--- src/rtl/pdw_pkg.sv ---
/*
  Package for the power-down wake controller: instruction codes, state
  encodings, reset values and grouped signal structs.
  Assumes a core that reports each executed instruction as a one-cycle pulse.
*/
package pdw_pkg;

  localparam int unsigned INSTR_W = 4;

  // Decoded instruction codes seen on the execute port
  localparam logic [3:0] INSTR_NOP        = 4'h0;
  localparam logic [3:0] INSTR_ARM        = 4'h1;
  localparam logic [3:0] INSTR_CLK_HALT   = 4'h2;
  localparam logic [3:0] INSTR_RAM_HALT   = 4'h3;
  localparam logic [3:0] INSTR_SKIP_PDF   = 4'h4;
  localparam logic [3:0] INSTR_SYS_RST    = 4'h5;
  localparam logic [3:0] INSTR_WDT_RST    = 4'h6;
  localparam logic [3:0] INSTR_VDROP_STBY = 4'h7;

  localparam int unsigned SP_W      = 3;
  localparam logic [2:0]  SP_INIT   = 3'h7;
  localparam int unsigned PC_W      = 13;
  localparam logic [12:0] PC_START  = 13'h0000;
  localparam logic [1:0]  SEL_CNTR_IN = 2'h3;

  // Wake settle length; not used, wake is not stretched and the restart strobe lasts one cycle
  localparam int unsigned WAKE_SETTLE = 2;

  typedef enum logic [1:0]
  {
    PDW_RUN      = 2'b00,
    PDW_CLK_KEEP = 2'b01,
    PDW_WAKE     = 2'b11,
    PDW_RAM_KEEP = 2'b10
  } pdw_state_type;

  // Power-domain controls handed to the rest of the chip
  typedef struct packed
  {
    logic sub_osc_run;
    logic lowspd_osc_run;
    logic main_osc_run;
    logic timer3_run;
    logic display_on;
    logic timer1_2_valid;
    logic timer_lc_valid;
    logic vdrop_det_en;
  } pdw_ctrl_type;

  // Initialize strobes for core state on entry
  typedef struct packed
  {
    logic core_regs;
    logic irq_ctrl;
    logic timer_pa_w2;
    logic ext_irq_flag;
    logic irq_enable_flag;
    logic voltage_drop_flag;
    logic watchdog;
  } pdw_init_type;

endpackage

--- src/rtl/pdw_sync.sv ---
/*
  Three-stage input synchroniser with agreement filter.
  Assumes an asynchronous input; output changes once stages two and three agree.
*/
`timescale 1ns/10ps
module pdw_sync
#(
  parameter logic RST_VAL = 1'b0
)
(
  input  wire logic core_clk_i,  // Core clock
  input  wire logic nrst_i,      // Async reset, low
  input  wire logic clk_en_i,    // Clock enable
  input  wire logic async_i,     // Raw pin
  output logic      sync_o       // Filtered level
);

  typedef struct packed
  {
    logic s1;
    logic s2;
    logic s3;
    logic out;
  } pdw_sync_state_type;

  pdw_sync_state_type st_reg;
  pdw_sync_state_type st_next;

  always_comb
  begin
    st_next    = st_reg;
    st_next.s1 = async_i;
    st_next.s2 = st_reg.s1;
    st_next.s3 = st_reg.s2;
    if (st_reg.s2 == st_reg.s3)
    begin
      st_next.out = st_reg.s3;
    end
  end

  always_ff @(posedge core_clk_i or negedge nrst_i)
  begin
    if (!nrst_i)
    begin
      st_reg <= {RST_VAL, RST_VAL, RST_VAL, RST_VAL};
    end
    else if (clk_en_i)
    begin
      st_reg <= st_next;
    end
  end

  assign sync_o = st_reg.out;

endmodule

--- src/rtl/pdw_pin_ctrl.sv ---
/*
  Timer output pin drive during power-down.
  Assumes the core supplies the run-time pin level and enable.
*/
`timescale 1ns/10ps
module pdw_pin_ctrl
  import pdw_pkg::*;
(
  input  wire logic       powered_down_i, // In power-down
  input  wire logic [1:0] cnt_in_sel_i,   // Counter input select
  input  wire logic       run_out_i,      // Core pin level
  input  wire logic       run_oe_i,       // Core pin enable
  output logic            pin_out_o,      // Pin level
  output logic            pin_oe_o        // Pin enable
);

  always_comb
  begin
    if (powered_down_i)
    begin
      pin_out_o = 1'b0;
      pin_oe_o  = (cnt_in_sel_i != SEL_CNTR_IN);
    end
    else
    begin
      pin_out_o = run_out_i;
      pin_oe_o  = run_oe_i;
    end
  end

endmodule

--- src/rtl/pdw_ctrl.sv ---
/*
  Power-down wake controller: arming, mode entry, entry initialisation,
  power-domain controls, wake and warm/cold start flag.
  Assumes the core pulses instr_valid_i per executed instruction and obeys
  the init and restart strobes; reset sources arrive already decoded.
*/
// Notes on behaviour
// - Arm then first halt gives clock-keep; arm then second halt gives RAM-keep.
// - A halt without prior arming acts as no operation.
// - Clock-keep runs sub oscillator, low-speed oscillator, timer 3, display; RAM-keep stops all.
// - Display on in clock-keep, off in RAM-keep.
// - RAM and listed control registers are retained across power-down.
// - Entry initializes core registers, interrupt controls, prescaler, timer 2, flags.
// - Stack pointer becomes 7 on entry.
// - Timers 1, 2 undefined after power-down; timer LC only in RAM-keep.
// - Timer 3 flag kept through both modes; timer 3 runs only in clock-keep, stopped in RAM-keep.
// - Watchdog function and its flags are initialized on entry.
// - Unlisted state is undefined after power-down; software reloads it.
// - Voltage-drop detection active in power-down only if standby enable executed.
// - Timer pin drives low in power-down, floats when counter input selected.
// - External wakeup or timer 3 underflow causes a warm start.
// - Warm start restarts at address zero and sets power-down flag.
// - Any reset source gives cold start and clears power-down flag.
// - Skip instruction tests the power-down flag.
// - After wake, timer 3 flag one means timer wake, zero key wake.
// - Clock-keep accepts external wakeup or timer 3 flag.
// - RAM-keep accepts only external wakeup.
`timescale 1ns/10ps
module pdw_ctrl
  import pdw_pkg::*;
(
  input  wire logic                 core_clk_i,       // 10 MHz core clock
  input  wire logic                 nrst_i,           // Async reset, low
  input  wire logic                 clk_en_i,         // Clock enable
  input  wire logic                 instr_valid_i,    // Instruction executed
  input  wire logic [INSTR_W-1:0]   instr_code_i,     // Decoded instruction
  input  wire logic                 ext_wake_i,       // External wakeup pin
  input  wire logic                 timer3_irq_flag_i,// Timer 3 flag level
  input  wire logic                 vdrop_pin_en_i,   // Detector enable pin
  input  wire logic                 wdt_reset_i,      // Watchdog reset
  input  wire logic                 por_reset_i,      // Power-on reset
  input  wire logic                 vdrop_reset_i,    // Voltage-drop reset
  input  wire logic [1:0]           cnt_in_sel_i,     // Counter input select
  input  wire logic                 tmr_pin_out_i,    // Core timer pin level
  input  wire logic                 tmr_pin_oe_i,     // Core timer pin enable
  output logic                      powered_down_o,   // Any power-down mode
  output logic                      ram_retain_o,     // RAM-keep mode
  output pdw_pkg::pdw_ctrl_type     domain_o,         // Domain controls
  output pdw_pkg::pdw_init_type     init_o,           // Entry init strobes
  output logic [SP_W-1:0]           sp_init_o,        // Stack init value
  output logic                      restart_o,        // Restart strobe
  output logic [PC_W-1:0]           restart_pc_o,     // Restart address
  output logic                      powerdown_flag_o, // Warm start flag
  output logic                      skip_o,           // Skip next instr
  output logic                      wake_by_timer_o,  // Timer wake seen
  output logic                      timer_pin_out_o,  // Timer pin level
  output logic                      timer_pin_oe_o    // Timer pin enable
);

  typedef struct packed
  {
    pdw_state_type   fsm;
    logic            armed;
    logic            pd_flag;
    logic            vdrop_stby;
    logic            skip;
    logic            restart;
    logic            wake_timer;
    pdw_ctrl_type    dom;
    pdw_init_type    init;
    logic            pin_out;
    logic            pin_oe;
    logic            pd_mode;
    logic            ram_mode;
  } pdw_core_state_type;

  pdw_core_state_type st_reg;
  pdw_core_state_type st_next;

  logic ext_wake_sync;
  logic vdrop_en_sync;
  logic pin_out_c;
  logic pin_oe_c;
  logic is_halt;
  logic is_clk_halt;
  logic is_ram_halt;
  logic sys_rst_instr;
  logic any_reset;
  logic pd_state;

  function automatic logic instr_is(input logic v, input logic [INSTR_W-1:0] c,
                                    input logic [INSTR_W-1:0] ref_c);
    instr_is = v && (c == ref_c);
  endfunction

  pdw_sync #(
    .RST_VAL (1'b0)
  ) i_pdw_sync (
    .core_clk_i (core_clk_i),
    .nrst_i     (nrst_i),
    .clk_en_i   (clk_en_i),
    .async_i    (ext_wake_i),
    .sync_o     (ext_wake_sync)
  );

  // Detector enable is a pin as well
  pdw_sync #(
    .RST_VAL (1'b0)
  ) i_pdw_sync_vdrop (
    .core_clk_i (core_clk_i),
    .nrst_i     (nrst_i),
    .clk_en_i   (clk_en_i),
    .async_i    (vdrop_pin_en_i),
    .sync_o     (vdrop_en_sync)
  );

  assign pd_state = (st_reg.fsm == PDW_CLK_KEEP) || (st_reg.fsm == PDW_RAM_KEEP);

  pdw_pin_ctrl i_pdw_pin_ctrl (
    .powered_down_i (pd_state),
    .cnt_in_sel_i   (cnt_in_sel_i),
    .run_out_i      (tmr_pin_out_i),
    .run_oe_i       (tmr_pin_oe_i),
    .pin_out_o      (pin_out_c),
    .pin_oe_o       (pin_oe_c)
  );

  always_comb
  begin
    is_clk_halt   = instr_is(instr_valid_i, instr_code_i, INSTR_CLK_HALT);
    is_ram_halt   = instr_is(instr_valid_i, instr_code_i, INSTR_RAM_HALT);
    is_halt       = is_clk_halt || is_ram_halt;
    sys_rst_instr = instr_is(instr_valid_i, instr_code_i, INSTR_SYS_RST);
    any_reset     = sys_rst_instr || wdt_reset_i || por_reset_i || vdrop_reset_i;
  end

  always_comb
  begin
    st_next         = st_reg;
    st_next.init    = '0;
    st_next.restart = 1'b0;
    st_next.skip    = 1'b0;
    st_next.pin_out = pin_out_c;
    st_next.pin_oe  = pin_oe_c;
    case (st_reg.fsm)
      PDW_RUN:
      begin
        if (instr_valid_i)
        begin
          if (instr_code_i == INSTR_ARM)
          begin
            st_next.armed = 1'b1;
          end
          else
          begin
            st_next.armed = 1'b0;
          end
          if (instr_code_i == INSTR_VDROP_STBY)
          begin
            st_next.vdrop_stby = 1'b1;
          end
          if (instr_code_i == INSTR_SKIP_PDF)
          begin
            st_next.skip = st_reg.pd_flag;
          end
        end
        if (st_reg.armed && is_halt)
        begin
          st_next.fsm = is_clk_halt ? PDW_CLK_KEEP : PDW_RAM_KEEP;
          st_next.armed = 1'b0;
          st_next.init = '1;
          st_next.wake_timer = 1'b0;
          st_next.dom.sub_osc_run    = is_clk_halt;
          st_next.dom.lowspd_osc_run = is_clk_halt;
          st_next.dom.timer3_run     = is_clk_halt;
          st_next.dom.display_on     = is_clk_halt;
          st_next.dom.main_osc_run   = 1'b0;
          st_next.dom.timer1_2_valid = 1'b0;
          st_next.dom.timer_lc_valid = is_clk_halt;
          st_next.dom.vdrop_det_en   = vdrop_en_sync && st_reg.vdrop_stby;
        end
        else
        begin
          st_next.dom.vdrop_det_en = vdrop_en_sync;
        end
      end
      PDW_CLK_KEEP:
      begin
        if (ext_wake_sync || timer3_irq_flag_i)
        begin
          st_next.fsm = PDW_WAKE;
          st_next.wake_timer = timer3_irq_flag_i && !ext_wake_sync;
        end
      end
      PDW_RAM_KEEP:
      begin
        if (ext_wake_sync)
        begin
          st_next.fsm = PDW_WAKE;
        end
      end
      PDW_WAKE:
      begin
        st_next.fsm     = PDW_RUN;
        st_next.restart = 1'b1;
        st_next.pd_flag = 1'b1;
        st_next.dom     = '{sub_osc_run: 1'b1, lowspd_osc_run: 1'b1, main_osc_run: 1'b1,
                            timer3_run: 1'b1, display_on: 1'b1, timer1_2_valid: 1'b1,
                            timer_lc_valid: 1'b1, vdrop_det_en: vdrop_en_sync};
      end
      default:
      begin
        st_next.fsm = PDW_RUN;
      end
    endcase
    if (any_reset)
    begin
      st_next.fsm        = PDW_RUN;
      st_next.armed      = 1'b0;
      st_next.pd_flag    = 1'b0;
      st_next.vdrop_stby = 1'b0;
      st_next.restart    = 1'b1;
      st_next.dom        = '1;
    end
    // Mode flags follow the next state so the outputs come from flops
    st_next.pd_mode  = (st_next.fsm == PDW_CLK_KEEP) || (st_next.fsm == PDW_RAM_KEEP);
    st_next.ram_mode = (st_next.fsm == PDW_RAM_KEEP);
  end

  always_ff @(posedge core_clk_i or negedge nrst_i)
  begin
    if (!nrst_i)
    begin
      st_reg         <= '0;
      st_reg.fsm     <= PDW_RUN;
      st_reg.dom     <= '1;
      st_reg.restart <= 1'b1;
    end
    else if (clk_en_i)
    begin
      st_reg <= st_next;
    end
  end

  assign powered_down_o   = st_reg.pd_mode;
  assign ram_retain_o     = st_reg.ram_mode;
  // Retained state is simply never touched by the init strobes
  assign domain_o         = st_reg.dom;
  assign init_o           = st_reg.init;
  assign sp_init_o        = SP_INIT;
  assign restart_o        = st_reg.restart;
  assign restart_pc_o     = PC_START;
  assign powerdown_flag_o = st_reg.pd_flag;
  assign skip_o           = st_reg.skip;
  assign wake_by_timer_o  = st_reg.wake_timer;
  assign timer_pin_out_o  = st_reg.pin_out;
  assign timer_pin_oe_o   = st_reg.pin_oe;

  property p_arm_clk_entry;
    @(posedge core_clk_i) disable iff (!nrst_i)
      (clk_en_i && st_reg.fsm == PDW_RUN && st_reg.armed && is_clk_halt && !any_reset)
      |=> (st_reg.fsm == PDW_CLK_KEEP && st_reg.dom.display_on);
  endproperty
  a_arm_clk_entry: assert property (p_arm_clk_entry) else $error("Clock-keep entry missed");

  property p_halt_noarm;
    @(posedge core_clk_i) disable iff (!nrst_i)
      (clk_en_i && st_reg.fsm == PDW_RUN && !st_reg.armed) |=> st_reg.fsm == PDW_RUN;
  endproperty
  a_halt_noarm: assert property (p_halt_noarm) else $error("Entered power-down unarmed");

  property p_arm_clear;
    @(posedge core_clk_i) disable iff (!nrst_i)
      (clk_en_i && instr_valid_i && instr_code_i != INSTR_ARM && !is_halt) |=> !st_reg.armed;
  endproperty
  a_arm_clear: assert property (p_arm_clear) else $error("Arm not cleared");

  property p_ram_osc_off;
    @(posedge core_clk_i) disable iff (!nrst_i)
      st_reg.fsm == PDW_RAM_KEEP |-> !(st_reg.dom.sub_osc_run || st_reg.dom.display_on ||
                                       st_reg.dom.lowspd_osc_run || st_reg.dom.main_osc_run);
  endproperty
  a_ram_osc_off: assert property (p_ram_osc_off) else $error("Oscillation in RAM-keep");

  property p_entry_init;
    @(posedge core_clk_i) disable iff (!nrst_i)
      $rose(powered_down_o) |-> (init_o.watchdog && init_o.core_regs);
  endproperty
  a_entry_init: assert property (p_entry_init) else $error("No init on entry");

  property p_pin_low;
    @(posedge core_clk_i) disable iff (!nrst_i)
      (clk_en_i && pd_state && cnt_in_sel_i != SEL_CNTR_IN) |=>
        (timer_pin_oe_o && !timer_pin_out_o);
  endproperty
  a_pin_low: assert property (p_pin_low) else $error("Timer pin not low");

  property p_ram_no_timer_wake;
    @(posedge core_clk_i) disable iff (!nrst_i)
      (clk_en_i && st_reg.fsm == PDW_RAM_KEEP && !ext_wake_sync && !any_reset)
      |=> st_reg.fsm == PDW_RAM_KEEP;
  endproperty
  a_ram_no_timer_wake: assert property (p_ram_no_timer_wake) else $error("RAM-keep left");

  property p_warm_start;
    @(posedge core_clk_i) disable iff (!nrst_i)
      (clk_en_i && st_reg.fsm == PDW_WAKE && !any_reset) |=> (restart_o && powerdown_flag_o);
  endproperty
  a_warm_start: assert property (p_warm_start) else $error("Warm start wrong");

  property p_cold_start;
    @(posedge core_clk_i) disable iff (!nrst_i)
      (clk_en_i && any_reset) |=> (!powerdown_flag_o && restart_o && !powered_down_o);
  endproperty
  a_cold_start: assert property (p_cold_start) else $error("Cold start wrong");

  property p_vdrop_standby;
    @(posedge core_clk_i) disable iff (!nrst_i)
      (clk_en_i && st_reg.fsm == PDW_RUN && st_reg.armed && is_halt && !any_reset &&
       !st_reg.vdrop_stby) |=> !domain_o.vdrop_det_en;
  endproperty
  a_vdrop_standby: assert property (p_vdrop_standby) else $error("Detector left on");

  property p_skip_flag;
    @(posedge core_clk_i) disable iff (!nrst_i)
      (clk_en_i && st_reg.fsm == PDW_RUN && instr_valid_i && instr_code_i == INSTR_SKIP_PDF &&
       !any_reset) |=> (skip_o == $past(powerdown_flag_o));
  endproperty
  a_skip_flag: assert property (p_skip_flag) else $error("Skip does not follow flag");

  property p_timer_wake;
    @(posedge core_clk_i) disable iff (!nrst_i)
      (clk_en_i && st_reg.fsm == PDW_CLK_KEEP && timer3_irq_flag_i && !ext_wake_sync &&
       !any_reset) |=> (st_reg.fsm == PDW_WAKE && wake_by_timer_o);
  endproperty
  a_timer_wake: assert property (p_timer_wake) else $error("Timer wake missed");

  property p_timer_lc_ram;
    @(posedge core_clk_i) disable iff (!nrst_i)
      ram_retain_o |-> !(domain_o.timer_lc_valid || domain_o.timer1_2_valid);
  endproperty
  a_timer_lc_ram: assert property (p_timer_lc_ram) else $error("Timers valid in RAM-keep");

endmodule

--- config.mk ---
export PLATFORM = sky130hd
export DESIGN_NAME = pdw_ctrl
export DESIGN_NICKNAME = d
export VERILOG_FILES = /design/src/rtl/pdw_pkg.sv /design/src/rtl/pdw_sync.sv /design/src/rtl/pdw_pin_ctrl.sv /design/src/rtl/pdw_ctrl.sv
export SDC_FILE = /design/constraint.sdc
export NUM_CORES = 1
export LEC_CHECK = 0
export BUFFER_PORTS_ARGS = -buffer_cell sky130_fd_sc_hd__buf_4
export CORE_ASPECT_RATIO = 0.75
export CORE_MARGIN = 2
export CORE_UTILIZATION = 39
export DETAILED_ROUTE_END_ITERATION = 16
export HOLD_SLACK_MARGIN = 0.05
export PLACE_DENSITY = 0.77
export SETUP_SLACK_MARGIN = 0.1
export SLEW_MARGIN = 20
export SYNTH_ARGS = -nofsm -noshare
export SYNTH_HDL_FRONTEND = slang
export SYNTH_SLANG_ARGS = --single-unit
--- constraint.sdc ---
create_clock -name core_clk_i -period 3.2 [get_ports core_clk_i]
set_clock_uncertainty 0.15 [all_clocks]
set_input_delay 0.16 -clock core_clk_i [delete_from_list [all_inputs] [get_ports core_clk_i]]
set_output_delay 0.16 -clock core_clk_i [all_outputs]
set_load 0.005 [all_outputs]
==> reports/metrics.yaml, run 1 <==
route:
  firstDrtPassIters: 4
  vias_per_cell: 4.736
  ant_nets: 0
  vias: 1132
  drt_iter0_drc: 68
  wl_per_cell_um: 11.96
  drc_errors: 0
  drt-total-wl_um: 2858
pwr:
  peakVddDrop_mv: 0.2915
  p_leak_nw: 0.8422
  finalPower_uw: 627.6
  powerDensity_nw_per_um2: 351.3
floorplan:
  dieHeight_um: 57.78
  die-area_um2: 4374
  rows: 19
  die_w_um: 75.71
  core_um2: 3685
  num_io_pins: 57
  initial_core_util_pct: 40.81
clock_tree:
  clkLatencyLatePin_ns: 0.27
  clockBufferDepth: 2
  h-tree-depth: 1
  cts_sinks: 24
  cts_tree: "built"
  cts.clk_slew.worst_paths_ns: 0.09
  cts_resized: 0
  cts_made_buffers: 3
  root_buffer: "clkbuf_8"
worst_setup_path:
  cp-end-kind: "register"
  critPathRequiredTime_ns: 3.20
  critPathArrivalTime_ns: 2.10
  start_kind: "input port"
  slowest_delay_ns: 0.53
  cp_top_family: "buffers and inverters"
  critPathBufInv: 2
  crit_type: "in -> reg"
  slowest_stage: "dlygate4sd3_1"
  path_cells: "dlygate4sd3_1 > buf_4 > nor3_4 > mux2i_1 > a21oi_1 > ha_1 > mux2_2"
  cp_max_fo: 6
layout:
  regArea_um2: 605.6
  n_antenna_cell: 0
  layout.cells.non_filler: 239
  nNetsFinal: 211
  area_growth_pct: 18.80
  largest_reg_flops: 4
  multi_input_area_um2: 670.6
  drive_above_1_share_pct: 31.02
  nFillCells: 358
timing:
  hold_violations: 0
  rsz0062_at_grt: "no"
  setup_violations: 0
  slew_headroom_pct: 65.27
  worst_pin_slew_ns: 0.5174
  min_period_ns: 2.103
  finalCritPeriodShare_pct: 65.71
  slew_violations: 0
  timing.setup.tns_ns: 0
  max_freq_ghz: 0.4756
synthesis:
  synth-main-ff-cell: "dfrtp_1"
  synth_edf_count: 0
  yosysTopAreaCellShare_pct: 33.28
  synthArstFlopShare_pct: 100.0
  post-synth-top-count-cell: "buf_4"
  synthTopCellsByCount: "31 x buf_4, 20 x dfrtp_1, 11 x o21ai_0"
  synth-seq-cells: 24
  yosysTopAreaCell: "dfrtp_1"
  syn_area_per_cell_um2: 9.579
  synth_warnings: 0
  synthTopCellsByArea: "dfrtp_1 33%, buf_4 15%, dfstp_2 7.0%"
  yosysUniqueCellTypes: 37
  syn_inst: 157
  netlist_area_um2: 1504
  seq_area_frac_synth_pct: 40.27
global_routing:
  grt_pass1_vias: 945
  grt_max_degree: 28
  grt_antenna_before_repair: 0
  grt_first_pass_wirelength_um: 4429
  grt_usage_pct: 13.50
  grt-ovfl-total: 0
placement:
  place.gp.congestion: 0.7545
  dp_hpwl_um: 2097
  io_buffers: 40
  place_inst: 228
flow_run:
  maxCapViolations: 0
min_path:
  worstHoldPathType: "in -> reg"
run_status:
  outcome: "completed"
[tightest hold or removal path, stage by stage]
cell,delay (ns)
buf_4,0.08
nand3_1,0.06
o211ai_1,0.08
o21ai_0,0.08
[area by class of cell]
class | instances | share of cell area, %
multi-input cells | 104 | 37.54
flip-flops and latches | 24 | 33.89
repair buffers | 47 | 20.73
well taps | 52 | 3.641
clock buffers | 4 | 2.521
inverters | 8 | 1.681
[final timing paths]
kind	from	end	slack (ns)	cells after the start
setup / recovery	instr_code_i[2]	ram_retain_o$_DFFE_PN0P_	1.10	7
hold / removal	cnt_in_sel_i[0]	timer_pin_oe_o$_DFFE_PN0P_	0.08	4
setup reg to reg	st_reg[26]$_DFFE_PN0P_	powered_down_o$_DFFE_PN0P_	1.25	7
hold reg to reg	restart_o$_DFFE_PN1P_	restart_o$_DFFE_PN1P_	0.35	2
max in group asynchronous	nrst_i	domain_o[5]$_DFFE_PN1P_	2.44	2
min in group asynchronous	nrst_i	powerdown_flag_o$_DFFE_PN0P_	0.16	2
[where the power goes]
part | total [mW] | internal, mW | switching (mW)
registers | 0.349 | 0.329 | 0.0198
clock network | 0.184 | 0.0889 | 0.0948
logic | 0.0951 | 0.0494 | 0.0458
[layer usage]
metal	up-vias	track usage [%]	part of all wire, %
li1	561	-	-
met1	526	19.49	47
met2	43	19.25	43
met3	2	4.870	9.1
met4	0	3.509	0.63
met5	-	0	0
[layout by cell type, fill, tap and decap left out, types with 2 or more instances in the layout]
cell,instances
dlygate4sd3_1,7
inv_1,7
ha_1,5
nor3_1,3
a21oi_1,9
o21ai_0,11
buf_4,40
conb_1,16
dfstp_2,4
nand2_1,10
clkbuf_8,3
nor2_1,10
a32o_1,3
o22ai_1,2
nand3b_1,2
dfrtp_1,20
a41oi_1,2
mux2i_1,4
mux2_2,8
o31ai_1,2
nor2b_1,2
nand3_1,2
[through the flow]
stage	worst slack (ns)	utilization, %	cell area, um^2	hold WS [ns]
floorplan	1.349	-	1556	-0.2856
global placement	1.278	45.37	1672	-0.07430
detailed placement	1.282	45.37	1672	-0.07265
CTS	1.121	48.49	1787	0.07790
global route	1.051	48.49	1787	0.09165
finish	1.097	48.49	1787	0.08189
[cell families after synthesis]
kind of cell    share of synthesized area [%]
buf+inv                                 18.64
compound gates                          16.39
simple gates                            11.40
flops                                   40.27
mux                                     8.653
fa+ha+maj                               4.160
other cells                            0.4994
[what timing repair did]
| action | in CTS | in global routing |
|---|---|---|
| endpoints found under the setup margin | 0 | 0 |
| hold buffers | 7 | 0 |
| buffers inserted | 0 | 0 |
| endpoints found under the hold margin | 30 | 0 |
No activity file was read; power rests on OpenSTA's default activity.
==> inputs of run 2 (changes only) <==
Settings changed: PLACE_DENSITY 0.77 to 0.79.
Clock period 3.2 ns to 1.77 ns, I/O delays scaled along.
==> reports/metrics.yaml, run 2 (synthesis gave the netlist of run 1 again) <==
timing:
  setup_violations: 2  # was 0
  min_period_ns: 1.820
  timing.setup.tns_ns: -0.05924  # was 0 ns
  worst_pin_slew_ns: 0.5131  # was 0.5174 ns
  max_freq_ghz: 0.5494
  slew_violations: 0  # unchanged
  hold_violations: 0  # unchanged
  rsz0062_at_grt: "yes"  # was no
  slew_headroom_pct: 65.56  # was 65.27%
  whs_ns: 0.05288  # was 0.08189 ns
  finalCritPeriodShare_pct: 102.8
  final.setup.worst_slack_ns: -0.05027  # was 1.097 ns
pwr:
  powerDensity_nw_per_um2: 569.7  # was 351.3 nW/um^2
  peakVddDrop_mv: 0.4978  # was 0.2915 mV
  p_leak_nw: 0.9482  # was 0.8422 nW
global_routing:
  grt_antenna_before_repair: 0  # unchanged
  grt_pass1_vias: 1115  # was 945
  grt_first_pass_wirelength_um: 5520  # was 4429 um
  grt-ovfl-total: 0  # unchanged
  grt_usage_pct: 16.80  # was 13.50%
  grt_max_degree: 28  # unchanged
flow_run:
  maxCapViolations: 0  # unchanged
floorplan:
  die_w_um: 75.71  # unchanged
  dieHeight_um: 57.78  # unchanged
  die-area_um2: 4374  # unchanged
  initial_core_util_pct: 40.81  # unchanged
  num_io_pins: 57  # unchanged
  rows: 19  # unchanged
  core_um2: 3685  # unchanged
worst_setup_path:
  slowest_delay_ns: 0.44  # was 0.53 ns
  slowest_stage: "dfrtp_2"  # was dlygate4sd3_1
  path_cells: "inv_4 > ha_4 > o22ai_2 > nand2_1 > o21ai_1 > a21oi_1 > ha_2 > mux2_4"  # was dlygate4sd3_1 > buf_4 > nor3_4 > mux2i_1 > a21oi_1 > ha_1 > mux2_2
  critPathArrivalTime_ns: 1.84  # was 2.10 ns
  critPathRequiredTime_ns: 1.79  # was 3.20 ns
  start_kind: "register"  # was input port
  cp-end-kind: "register"  # unchanged
  cp_max_fo: 4  # was 6
  crit_type: "reg -> reg"  # was in -> reg
  cp.depth: 8  # was 7
  r2r_cells: 8  # was 7
  cp_top_family: "flip-flops"  # was buffers and inverters
  critPathBufInv: 1  # was 2
route:
  vias_per_cell: 4.853  # was 4.736
  drc_errors: 0  # unchanged
  vias: 1252  # was 1132
  drt_iter0_drc: 117  # was 68
  ant_nets: 0  # unchanged
  drt-total-wl_um: 3430  # was 2858 um
  firstDrtPassIters: 4  # unchanged
  wl_per_cell_um: 13.29  # was 11.96 um
clock_tree:
  h-tree-depth: 1  # unchanged
  cts_tree: "built"  # unchanged
  cts_sinks: 24  # unchanged
  root_buffer: "clkbuf_8"  # unchanged
  cts.clk_slew.worst_paths_ns: 0.09  # about the same
  clkLatencyLatePin_ns: 0.28  # was 0.27 ns
  cts_made_buffers: 3  # unchanged
  clockBufferDepth: 2  # unchanged
layout:
  final_common_cell: "buf_4"  # unchanged
  n_antenna_cell: 0  # unchanged
  drive_above_1_share_pct: 44.66  # was 31.02%
  final_cell_mix: "55 x buf_4, 18 x dfrtp_1, 16 x conb_1"  # was 40 x buf_4, 20 x dfrtp_1, 16 x conb_1
  final_cell_area_um2: 2036  # was 1787 um^2
  nNetsFinal: 230  # was 211
  layout.cells.non_filler: 258  # was 239
  largest_reg_flops: 4  # unchanged
  nFillCells: 328  # was 358
  post-route-util_pct: 55.25  # was 48.49%
  area_growth_pct: 35.36  # was 18.80%
  regArea_um2: 608.1  # was 605.6 um^2
  multi_input_area_um2: 758.2  # was 670.6 um^2
placement:
  dp_hpwl_um: 2250  # was 2097 um
  io_buffers: 40  # unchanged
  post_dp_cell_area_um2: 1734  # was 1672 um^2
  place.gp.congestion: 0.8264  # was 0.7545
  place_inst: 234  # was 228
min_path:
  worstHoldPathCells: 3  # was 4
  worstHoldPathType: "in -> reg"  # unchanged
run_status:
  outcome: "finished, violations left"  # was completed
  violations: "negative setup slack"
[run 2: report_power, final]
part	total (mW)	switching (mW)	leakage, nW	internal (mW)
clock	0.341	0.180	0.0228	0.161
combinational	0.186	0.0892	0.631	0.0965
sequential	0.633	0.0380	0.294	0.595
[run 2: layout make-up]
class / count / area share (%)
Inverter: 8 / 1.721
Tap cell: 52 / 3.196
Sequential cell: 24 / 29.87
Multi-Input combinational cell: 104 / 37.25
Timing Repair Buffer: 66 / 25.75
Clock buffer: 4 / 2.213
[run 2: routing by layer]
| layer | part of all wire [%] | global-route usage, % |
|---|---|---|
| met5 | 0 | 0 |
| met4 | 2.1 | 5.263 |
| met3 | 6.6 | 4.696 |
| met2 | 47 | 24.47 |
| met1 | 44 | 24.23 |
[run 2: path summary, 6_finish.rpt]
kind	from	endpoint	slack, ns
hold reg to reg	powered_down_o$_DFFE_PN0P_	powered_down_o$_DFFE_PN0P_	0.35
max in group asynchronous	nrst_i	domain_o[5]$_DFFE_PN1P_	1.07
hold / removal	instr_code_i[1]	st_reg[24]$_DFFE_PN0P_	0.05
setup reg to reg	st_reg[26]$_DFFE_PN0P_	ram_retain_o$_DFFE_PN0P_	-0.05
min in group asynchronous	nrst_i	powerdown_flag_o$_DFFE_PN0P_	0.10
setup / recovery	st_reg[26]$_DFFE_PN0P_	ram_retain_o$_DFFE_PN0P_	-0.05
[run 2: through the flow]
stage	setup WS (ns)	total power [mW]
global route	-0.1285	1.224
CTS	0.002402	1.162
global placement	0.02681	0.7985
floorplan	0.04449	0.7494
detailed placement	-0.01753	0.8047
finish	-0.05027	1.160
[run 2: worst reg2reg max path: stages (launching register included)]
cell	delay, ns
dfrtp_2	0.44
inv_4	0.07
ha_4	0.18
o22ai_2	0.15
nand2_1	0.09
o21ai_1	0.16
a21oi_1	0.07
ha_2	0.17
mux2_4	0.25
[run 2: timing repair]
| item | in CTS | in global routing |
|---|---|---|
| setup buffers | 5 | 5 |
| hold buffers | 10 | 0 |
| endpoints found under the hold margin | 32 | 0 |
| setup endpoints to repair | 2 | 9 |
| gates cloned | 0 | 0 |
| pin swaps | 6 | 3 |
| resized for setup | 7 | 13 |
